File: config.mk
export PLATFORM = sky130hd
export DESIGN_NAME = tcp_trace_port
export DESIGN_NICKNAME = d
export VERILOG_FILES = /design/src/rtl/tcp_pkg.sv /design/src/rtl/tcp_trig_sync.sv /design/src/rtl/tcp_trace_port.sv
export VERILOG_INCLUDE_DIRS = /design/src /design/src/rtl
export SDC_FILE = /design/constraint.sdc
export NUM_CORES = 1
export LEC_CHECK = 0
export BUFFER_PORTS_ARGS = -buffer_cell sky130_fd_sc_hd__buf_2
export CAP_MARGIN = 10
export CORE_UTILIZATION = 24
export CTS_BUF_LIST = sky130_fd_sc_hd__clkbuf_8
export DETAILED_ROUTE_END_ITERATION = 8
export PLACE_DENSITY = 0.53
export SYNTH_ARGS = -nofsm -noshare
export SYNTH_HDL_FRONTEND = slang
export SYNTH_SLANG_ARGS = --single-unit
File: constraint.sdc
create_clock -name clk -period 4.3 [get_ports clk]
set_input_delay 0.86 -clock clk [delete_from_list [all_inputs] [get_ports clk]]
set_output_delay 0.86 -clock clk [all_outputs]
set_load 0.01 [all_outputs]
File: src/rtl/tcp_defs.svh
/*
  timing and encoding constants for the trace output port.
  assumes inclusion by bare name; definitions only.
*/
`ifndef TCP_DEFS_SVH
`define TCP_DEFS_SVH
`define TCP_BUS_W      64
`define TCP_SEL_8      3'h1
`define TCP_SEL_16     3'h2
`define TCP_SEL_32     3'h3
`define TCP_SEL_64     3'h4
`define TCP_SHIFT_8    7'h08
`define TCP_SHIFT_16   7'h10
`define TCP_SHIFT_32   7'h20
`define TCP_SHIFT_64   7'h40
`define TCP_BUS_RST    64'h0
`endif

File: src/rtl/tcp_pkg.sv
/*
  types for the trace output port.
  assumes tcp_defs.svh is on the include path.
*/
`include "tcp_defs.svh"
package tcp_pkg;
  typedef logic [2:0] tcp_sel_t;
  typedef enum logic [0:0] {
    TCP_IDLE = 1'b0,
    TCP_SEND = 1'b1
  } tcp_state_e;

  // bits moved per trace cycle; unused codes give zero
  function automatic logic [6:0] tcp_step(input tcp_sel_t sel);
    case (sel)
      `TCP_SEL_8:  tcp_step = `TCP_SHIFT_8;
      `TCP_SEL_16: tcp_step = `TCP_SHIFT_16;
      `TCP_SEL_32: tcp_step = `TCP_SHIFT_32;
      `TCP_SEL_64: tcp_step = `TCP_SHIFT_64;
      default:     tcp_step = 7'h00;
    endcase
  endfunction : tcp_step
endpackage : tcp_pkg

File: src/rtl/tcp_trig_sync.sv
/*
  two flop synchroniser plus rising edge detector.
  assumes an asynchronous level input and one core clock.
*/
module tcp_trig_sync (
  // clock and reset
  input  wire logic clk,
  input  wire logic rst_n,
  // async level in, one cycle pulse out
  input  wire logic async_in,
  output logic      rise_pulse
);
  logic meta_reg;
  logic sync_reg;
  logic last_reg;
  logic meta_next;
  logic sync_next;
  logic last_next;

  always_comb begin
    meta_next = async_in;
    sync_next = meta_reg;
    last_next = sync_reg;
  end

  // first stage only feeds the second stage
  always_ff @(posedge clk or negedge rst_n) begin
    if (!rst_n) begin
      meta_reg <= 1'b0;
      sync_reg <= 1'b0;
      last_reg <= 1'b0;
    end else begin
      meta_reg <= meta_next;
      sync_reg <= sync_next;
      last_reg <= last_next;
    end
  end

  assign rise_pulse = sync_reg & ~last_reg;

  chk_sync_rise_delay: assert property (@(posedge clk) disable iff (!rst_n)
    rise_pulse |-> $past(async_in, 2) && !$past(async_in, 3))
    else $error("edge pulse without a synchronised rise");
endmodule : tcp_trig_sync

File: src/rtl/tcp_trace_port.sv
/*
  trace output port: serialises 64 bit trace words onto a shifting bus,
  handles receiver stall and trigger strobes.
  assumes the source holds word_in until word_take, and that the probe
  interface unit uses only the low bits that the width select allows.
*/
`include "tcp_defs.svh"
// Notes on behaviour
// - valid rises only at the start of a fresh word and only in 64 bit mode.
// - each word is shifted down by the selected width so portions land low.
// - in full width mode valid marks the first cycle the word fills the bus.
// - while stall is high the bus and valid are held until after it drops.
// - the probe trigger is double registered and its rise is an event.
// - the probe trigger output is a high pulse of one trace cycle.
// - the on-chip trigger is synchronised and its rise acts as an event.
// - width select may change with the ratio; other codes stop the bus.
module tcp_trace_port
  import tcp_pkg::*;
#(
  parameter int BUS_W = `TCP_BUS_W
) (
  // clock and reset
  input  wire logic             clk,
  input  wire logic             rst_n,
  // trace word source
  input  wire logic [BUS_W-1:0] word_in,
  input  wire logic             word_avail,
  output logic                  word_take,
  // trace bus toward the probe interface unit
  input  wire tcp_sel_t         trace_width_select,
  input  wire logic             trace_receiver_stall,
  output logic [BUS_W-1:0]      trace_word_bus,
  output logic                  trace_word_valid,
  // triggers
  input  wire logic             probe_trigger_in,
  input  wire logic             onchip_trigger_in,
  input  wire logic             trigger_request,
  output logic                  probe_trigger_out,
  output logic                  trigger_event
);
  // ********************************************************
  // trigger inputs
  // ********************************************************
  logic probe_rise;
  logic chip_rise;

  tcp_trig_sync u_probe_sync (
    .clk        (clk),
    .rst_n      (rst_n),
    .async_in   (probe_trigger_in),
    .rise_pulse (probe_rise)
  );
  tcp_trig_sync u_chip_sync (
    .clk        (clk),
    .rst_n      (rst_n),
    .async_in   (onchip_trigger_in),
    .rise_pulse (chip_rise)
  );
  assign trigger_event = probe_rise | chip_rise;

  // ********************************************************
  // shifter
  // ********************************************************
  tcp_state_e       state_reg;
  tcp_state_e       state_next;
  logic [BUS_W-1:0] bus_reg;
  logic [BUS_W-1:0] bus_next;
  logic [6:0]       left_reg;
  logic [6:0]       left_next;
  logic             valid_reg;
  logic             valid_next;
  logic             trig_reg;
  logic             trig_next;
  logic             pend_reg;
  logic             pend_next;
  logic [6:0]       step;
  logic             advance;

  assign step = tcp_step(trace_width_select);
  // unused codes give a zero step, which freezes the bus safely
  // a frozen bus also freezes valid and the trigger strobe, so the
  // probe unit never sees a half-moved portion while the ratio changes
  assign advance = !trace_receiver_stall && (step != 7'h00);
  assign word_take = advance && (state_reg == TCP_IDLE || left_reg <= step)
                     && word_avail;

  always_comb begin
    state_next = state_reg;
    bus_next   = bus_reg;
    left_next  = left_reg;
    valid_next = valid_reg;
    trig_next  = trig_reg;
    pend_next  = pend_reg | trigger_request;
    // a request that lands while stalled waits in pend until the next
    // advancing cycle, so the strobe is never shorter than a trace cycle
    if (advance) begin
      trig_next  = pend_reg;
      pend_next  = trigger_request;
      valid_next = 1'b0;
      if (word_take) begin
        bus_next   = word_in;
        left_next  = `TCP_SHIFT_64;
        state_next = TCP_SEND;
        valid_next = (trace_width_select == `TCP_SEL_64);
      end else if (state_reg == TCP_SEND) begin
        bus_next  = bus_reg >> step;
        left_next = (left_reg > step) ? left_reg - step : 7'h00;
        if (left_reg <= step) begin
          state_next = TCP_IDLE;
        end
      end
    end
  end

  always_ff @(posedge clk or negedge rst_n) begin
    if (!rst_n) begin
      state_reg <= TCP_IDLE;
      bus_reg   <= `TCP_BUS_RST;
      left_reg  <= 7'h00;
      valid_reg <= 1'b0;
      trig_reg  <= 1'b0;
      pend_reg  <= 1'b0;
    end else begin
      state_reg <= state_next;
      bus_reg   <= bus_next;
      left_reg  <= left_next;
      valid_reg <= valid_next;
      trig_reg  <= trig_next;
      pend_reg  <= pend_next;
    end
  end

  assign trace_word_bus    = bus_reg;
  assign trace_word_valid  = valid_reg;
  assign probe_trigger_out = trig_reg;

  // ********************************************************
  // checks
  // ********************************************************
  // valid may sit frozen while the code is unused, so judge it only
  // after an advancing edge, where it was last computed
  chk_valid_full_only: assert property (@(posedge clk) disable iff (!rst_n)
    trace_word_valid && $past(advance)
    |-> $past(trace_width_select) == `TCP_SEL_64)
    else $error("valid outside full width mode");
  chk_valid_new_word: assert property (@(posedge clk) disable iff (!rst_n)
    $past(word_take) && $past(trace_width_select) == `TCP_SEL_64
    |-> trace_word_valid && trace_word_bus == $past(word_in))
    else $error("full width word not flagged");
  chk_shift_down: assert property (@(posedge clk) disable iff (!rst_n)
    $past(advance) && !$past(word_take) && $past(state_reg) == TCP_SEND
    |-> trace_word_bus == ($past(bus_reg) >> $past(step)))
    else $error("bus not shifted by the selected width");
  chk_stall_hold: assert property (@(posedge clk) disable iff (!rst_n)
    trace_receiver_stall |=> $stable(trace_word_bus)
    && $stable(trace_word_valid))
    else $error("bus moved during stall");
  chk_valid_single: assert property (@(posedge clk) disable iff (!rst_n)
    trace_word_valid && advance && !word_take
    |=> !trace_word_valid)
    else $error("valid held without a stall");
  chk_trig_one_cycle: assert property (@(posedge clk) disable iff (!rst_n)
    $rose(probe_trigger_out) && !trace_receiver_stall
    && step != 7'h00 |=> !probe_trigger_out)
    else $error("trigger output longer than one trace cycle");
  chk_trig_cause: assert property (@(posedge clk) disable iff (!rst_n)
    $rose(probe_trigger_out) |-> $past(pend_reg) && $past(advance))
    else $error("trigger output without a request");
  chk_bad_code_freeze: assert property (@(posedge clk) disable iff (!rst_n)
    step == 7'h00 |=> $stable(trace_word_bus))
    else $error("bus moved under an unused width code");
  chk_event_cause: assert property (@(posedge clk) disable iff (!rst_n)
    trigger_event
    |-> ($past(probe_trigger_in, 2) && !$past(probe_trigger_in, 3))
    || ($past(onchip_trigger_in, 2) && !$past(onchip_trigger_in, 3)))
    else $error("trigger event without an input rise");
  chk_word_loaded: assert property (@(posedge clk) disable iff (!rst_n)
    word_take |=> trace_word_bus == $past(word_in))
    else $error("taken word not placed on the bus");
  chk_idle_still: assert property (@(posedge clk) disable iff (!rst_n)
    state_reg == TCP_IDLE && !word_take |=> $stable(trace_word_bus))
    else $error("bus moved with no word in flight");
  chk_valid_from_take: assert property (@(posedge clk) disable iff (!rst_n)
    $rose(trace_word_valid) |-> $past(word_take))
    else $error("valid rose without a fresh word");
  chk_trig_stall_hold: assert property (@(posedge clk) disable iff (!rst_n)
    probe_trigger_out && !advance |=> probe_trigger_out)
    else $error("trigger strobe cut by a stalled cycle");

  // ********************************************************
  // coverage
  // ********************************************************
  // the back to back case is the one that stresses the take timing
  cov_back_to_back: cover property (@(posedge clk) disable iff (!rst_n)
    trace_word_valid && word_take);

  cov_full_word: cover property (@(posedge clk) disable iff (!rst_n)
    trace_word_valid);
  cov_stall_word: cover property (@(posedge clk) disable iff (!rst_n)
    trace_word_valid && trace_receiver_stall);
  cov_narrow_shift: cover property (@(posedge clk) disable iff (!rst_n)
    state_reg == TCP_SEND && trace_width_select == `TCP_SEL_8 && advance);
  cov_trig_out: cover property (@(posedge clk) disable iff (!rst_n)
    probe_trigger_out);
endmodule : tcp_trace_port

==> results.md, run 1 <==
- Core area: 0.0186 sq mm
- Max incr delay on CP: 370 ps
- Period utilization: 91.7%
- Critical Path RT: 3440 ps
- Post-CTS setup buffers: 0
- Fin. Hold Viols: 0
- Seq/Total Area, Yosys: 42.8%
- CP endpoint kind: output port
- Kind of critical path: input pin to output port
- Startpoint Class: input pin
- Post-route DRC violation count: 0
- Reg2reg end: trace_word_bus[45]
- Max-cap violations: 0
- Final setup fails: 0
- Pre-antenna DRT Iters: 5
- Static leakage: 2.63 nW
- Via count: 4443
- Num rows: 50
- Root Buffer: clkbuf_8
- Mapped cell area: 0.00456 sq mm
- Largest net degree at the start of global routing: 79
- Syn Nets: 561
- Mapped Cells: 482
- Avg WL per Cell: 19.7 um
- WP data arrival: 3080 ps
- Critical path endpoint: word_take
- GP Congestion: 0.850
- Worst Max-Slew Pin Slew: 1170 ps
- HP Class: flop to flop
- Largest register FFs: 64
- Clk pwr share: 17.4%
- CP max FO: 10
- Via density: 5.27
- Total Routing Usage GR: 17.2%
- Max Slew Vio Count: 0
- Area leader, netlist: dfrtp_1
- Worst Hold Launch: u_chip_sync.meta_reg
- Crit path cell chain: buf_2 > nor2b_1 > nor2b_1 > clkinv_1 > ha_1 > and4_1 > a21oi_1 > a21o_1 > clkinv_2 > buf_2
- Port Buffers: 141
- Initial Util: 24.5%
- Synthesized flop and latch total: 78
- Clk slew on worst S/H paths: 90 ps
- Io pins: 142
- Setup TNS Final: 0 ps
- Fin crit period: 3940 ps
- Most frequent cells in the layout: 140 x buf_2, 78 x dfrtp_1, 51 x o21ai_0
- DR iter-0 viols: 343
- R2r worst-path depth: 10
- P_int: 2.09 mW
- Commonest non-fill, non-tap cell in the layout: buf_2
- Yosys cell types: 42
- # H-tree levels: 3
- Top area cells in the synthesized netlist: dfrtp_1 43%, a22oi_1 8.1%, o21ai_0 5.6%
- RSZ-0062 raised after global routing: no
- TritonCTS Buffers: 9
- Avg Cell Area, Syn: 9.47 sq um
- Post-CTS Resized: 0
- Post-DP HPWL: 11800 um
- First-pass GRT wire length: 25600 um
- Synth top area share: 42.8%
- Max Buffers Root-to-Sink: 2
- Outcome: complete, no violations
- Clock sinks: 78
- Area grow syn2layout: 24.5%
- Layout cells sized above 1: 32.3%
- Relative max-transition margin: 22.3%
- Worst-skew pair later-pin latency: 390 ps
- Die ar.: 0.0196 sq mm
- ANT cells: 0
- Crit. Startpoint: trace_width_select[1]
- Clk_skew: 15.4 ps
- CTS tree: done
- Final Non-Filler Cells: 843
- Die height: 140 um
- Die W: 140 um
- Placed Cells: 827
- Slowest CP cell: ha_1
- Hold-fix buffers, CTS: 0
- Sequential Power Share: 41.3%
- Wirelength, routed: 16600 um
- FMAX: 254 MHz
- Ys Warns: 0
- Reg2Reg Setup Slack: 1680 ps
- GRT overflow: 0
- Max rail drop VDD: 0.000211 V
- Worst r2r src: left_reg[3]
- Sw frac: 42.9%
- Antenna violations before repair: 0
- Power share of the combinational group: 41.3%
- Pwr per Cell Area: 645 mW/mm^2
- DRT antenna net count: 0
- Nets: 683
- Vias in the first global route: 4382
- Net Sw Power: 1.57 mW
[critical path, delay by kind of cell]
kind	cells	cell delay [ps]
compound gates	2	540
fa+ha+maj	1	370
buf+inv	4	700
simple gates	3	600
[cell type report]
type	instances	area (sq um)
sequential	78	1950
fill	2032	13000
timing repair buffer	153	811
clock buffer	9	124
multi-input combinational	356	2380
tap	234	293
clock inverter	7	98.8
inverter	6	23.8
[cells by family (layout without fill, tap and decap cells)]
logic type / count (synthesis) / in the layout / synth area share [%]
AO/OA/AOI/OAI: 229 / 229 / 33.7
AND/OR/NAND/NOR: 90 / 90 / 9.57
flip-flops: 78 / 78 / 42.8
buffers and inverters: 48 / 175 / 5.13
multiplexers: 30 / 30 / 6.96
adder cells (fa/ha/maj): 5 / 5 / 1.54
XOR/XNOR: 2 / 2 / 0.384
[routing by layer]
| layer | wire (um) | global-route usage, % | up-vias |
|---|---|---|---|
| met2 | 7970 | 28.0 | 134 |
| met1 | 7690 | 23.2 | 2212 |
| met4 | 177 | 4.86 | 0 |
| li1 | - | - | 2080 |
| met5 | 0 | 0 | - |
| met3 | 765 | 3.35 | 17 |
[worst min path at each step]
stage / endpoint / cells past startpoint
6_report: u_chip_sync.last_next / 0
5_1_grt: u_chip_sync.last_next / 0
4_1_cts: u_chip_sync.last_next / 0
3_5_place_dp: u_chip_sync.last_next / 0
3_3_place_gp: u_chip_sync.last_next / 0
2_1_floorplan: u_chip_sync.last_next / 0
[power by group through the flow]
stage,sequential [mW],clock [mW],combinational [mW]
global placement,1.53,0,1.51
CTS,1.52,0.654,1.53
global route,1.57,0.683,1.68
detailed placement,1.53,0,1.52
finish,1.51,0.638,1.51
floorplan,1.47,0,0.857
[synth_stat cells]
library cell  number
fa_1               1
or3_1              1
o22ai_1            2
and2_1             1
ha_1               4
a221o_1            1
mux2i_1           16
a21oi_1           47
xor2_1             2
o221a_2            5
a31o_2             5
dfrtp_1           78
o21ai_1            2
nor4b_1            1
o21a_1             1
buf_6              5
a21o_1            13
o31ai_1            1
or2_1              1
nand3_1            2
nor3b_2            1
a31oi_1           10
a21boi_2           1
buf_2             12
nand2b_1          10
nand2_1           36
a22o_1            20
nor2b_1           13
clkbuf_1          25
clkinv_1           1
mux2_2            14
o21ai_0           51
a22oi_1           49
nor2_1            19
a31o_1             5
a221oi_1          16
and4_1             1
nand3b_1           1
clkinv_2           1
inv_1              4
nor3_1             2
or4b_1             1
[through the flow]
stage	setup slack [ps]	total power [mW]	utilization [%]	area [sq um]	hold slack (ps)
6_report	358	3.66	30.5	5680	353
5_1_grt	130	3.93	30.5	5680	368
4_1_cts	381	3.70	30.5	5680	357
3_5_place_dp	393	3.05	29.3	5460	336
3_3_place_gp	381	3.04	29.3	5460	339
2_1_floorplan	233	2.32	-	4560	331
Power figures use the tool's default switching activity.
==> inputs of run 2 (changes only) <==
Settings changed: ABC_AREA from default to 0, CORE_MARGIN from default to 2.
==> run 2 against run 1 <==
Against the previous run:
- sequential power about the same
- via count down 0.65%
- final cell count is 0.24% higher
- register-to-register slack got worse by 170 ps
- worst hold slack gained 2.6 ps
- critical path depth unchanged
- count of clock-buffer cells in the layout rose by 1
- sequential cell count unchanged
- setup slack gained 81 ps
- die area increased by 2.9%
==> results.md, run 2 (synthesis results as in run 1) <==
- Clk pwr share: 16.6% (-0.8 points)
- Power share of the combinational group: 41.9% (+0.6 points)
- Clk_skew: 10.7 ps (-4.72 ps)
- Max-cap violations: 0 (unchanged)
- DR iter-0 viols: 327 (-4.7%)
- Relative max-transition margin: 44.8% (+22 points)
- Die W: 142 um (+1.4%)
- Net Sw Power: 1.55 mW (-1.5%)
- Max incr delay on CP: 380 ps (about the same)
- Root Buffer: clkbuf_8
- Wirelength, routed: 16700 um (+0.62%)
- Crit path buf inv count: 4 (unchanged)
- Port Buffers: 141 (unchanged)
- Period utilization: 89.8% (-1.9 points)
- Top delay family on crit path: buffers and inverters
- CTS tree: done
- GP Congestion: 0.841 (-1.1%)
- Worst Max-Slew Pin Slew: 828 ps (-337 ps)
- Pwr per Cell Area: 635 mW/mm^2 (-1.6%)
- CP max FO: 10 (unchanged)
- Clk slew on worst S/H paths: 90 ps (about the same)
- Setup TNS Final: 0 ps (unchanged)
- GRT overflow: 0 (unchanged)
- Worst-skew pair later-pin latency: 380 ps (about the same)
- Antenna violations before repair: 0 (unchanged)
- Post-CTS Resized: 0 (unchanged)
- Sequential Power Share: 41.5% (+0.2 points)
- Crit path cell chain: buf_2 > nor2b_1 > nor2b_1 > clkinv_1 > ha_1 > and4_1 > a21oi_1 > a21o_1 > clkinv_2 > buf_2
- Fin crit period: 3860 ps (-81.4 ps)
- WP data arrival: 3000 ps (-80 ps)
- Clock sinks: 78 (unchanged)
- Vias in the first global route: 4331 (-1.2%)
- Max rail drop VDD: 0.000228 V (+8.1%)
- Avg WL per Cell: 19.8 um (+0.38%)
- TritonCTS Buffers: 9 (unchanged)
- Final Cell Area: 0.00567 sq mm (-0.20%)
- First-pass GRT wire length: 25500 um (-0.22%)
- CP endpoint kind: output port
- Area grow syn2layout: 24.2%
- Hold-fix buffers, CTS: 0 (unchanged)
- Dpl cell area: 0.00546 sq mm (about the same)
- Kind of critical path: input pin to output port
- HP Class: flop to flop
- Via density: 5.22 (-0.89%)
- Num rows: 50 (unchanged)
- Max Buffers Root-to-Sink: 2 (unchanged)
- Fin. Hold Viols: 0 (unchanged)
- FMAX: 259 MHz (+2.1%)
- Largest register FFs: 64 (unchanged)
- Via count: 4414 (-0.65%)
- Post-CTS setup buffers: 0 (unchanged)
- Io pins: 142 (unchanged)
- GR peak layer: met2
- Final setup fails: 0 (unchanged)
- P_int: 2.05 mW (-2.0%)
- Initial Util: 24.4% (-0.082 points)
- Utilization after layout: 30.3% (-0.16 points)
- # H-tree levels: 3 (unchanged)
- ANT cells: 0 (unchanged)
- Startpoint Class: input pin
- Nets: 685 (+0.29%)
- RSZ-0062 raised after global routing: no
- Post-route DRC violation count: 0 (unchanged)
- Placed Cells: 829 (+0.24%)
- Layout cells sized above 1: 32.6% (+0.22 points)
- Total Routing Usage GR: 16.6% (-0.56 points)
- Commonest non-fill, non-tap cell in the layout: buf_2
- Grt met2 use: 27.3% (-0.64 points)
- DRT antenna net count: 0 (unchanged)
- Outcome: complete, no violations
- Post-DP HPWL: 12000 um (+1.0%)
- Core area: 0.0187 sq mm (+0.34%)
- Final Non-Filler Cells: 845 (+0.24%)
- Die height: 142 um (+1.4%)
- Fillers: 2018 (-0.69%)
- Largest net degree at the start of global routing: 63 (-20%)
- Most frequent cells in the layout: 140 x buf_2, 78 x dfrtp_1, 51 x o21ai_0
- Critical Path RT: 3440 ps (about the same)
- Static leakage: 2.63 nW (+0.27%)
- Die ar.: 0.0201 sq mm (+2.9%)
- GR Util met1: 22.1% (-1.1 points)
- GR Util met3: 3.91% (+0.56 points)
- Max Slew Vio Count: 0 (unchanged)
- Sw frac: 43.1% (+0.13 points)
- Pre-antenna DRT Iters: 5 (unchanged)
- Slowest CP cell: ha_1
- Post-route total power: 3.60 mW (-1.8%)
[run 2: worst paths after layout]
kind / from / end / slack [ps] / depth (start not counted)
min: u_probe_sync.meta_reg / u_probe_sync.last_next / 360 / 0
max: trace_width_select[1] / word_take / 440 / 10
max in group asynchronous: rst_n / trace_word_bus[55] / 2940 / 2
min reg2reg: u_probe_sync.meta_reg / u_probe_sync.last_next / 360 / 0
min in group asynchronous: rst_n / u_probe_sync.last_reg / 520 / 1
max reg2reg: left_reg[3] / trace_word_bus[0] / 1510 / 11
[run 2: final cells by class]
class	instances	area, sq um	area share [%]
inverter	6	23.8	0.419
clock inverter	6	71.3	1.26
sequential	78	1950	34.4
multi-input combinational	356	2380	42.0
tap	234	293	5.16
clock buffer	10	138	2.43
timing repair buffer	155	813	14.3
[run 2: routing by layer]
metal  vias up  share of wire (%)
met2       138                 48
met4         0                1.4
met1      2173                 45
li1       2083                  -
met3        20                5.4
met5         -                  0
[run 2: power groups by stage]
stage                     clock, mW  combinational, mW  sequential [mW]
after floorplan                   0              0.857             1.47
after global placement            0               1.50             1.52
after detailed placement          0               1.52             1.51
after CTS                     0.617               1.52             1.50
after global routing          0.643               1.69             1.55
final                         0.598               1.51             1.49
[run 2: stage by stage]
| step | hold WS (ps) | setup slack (ps) |
|---|---|---|
| 3_5_place_dp | 335 | 434 |
| 4_1_cts | 357 | 426 |
| 2_1_floorplan | 331 | 233 |
| 5_1_grt | 364 | 203 |
| 3_3_place_gp | 337 | 446 |
| 6_report | 355 | 439 |
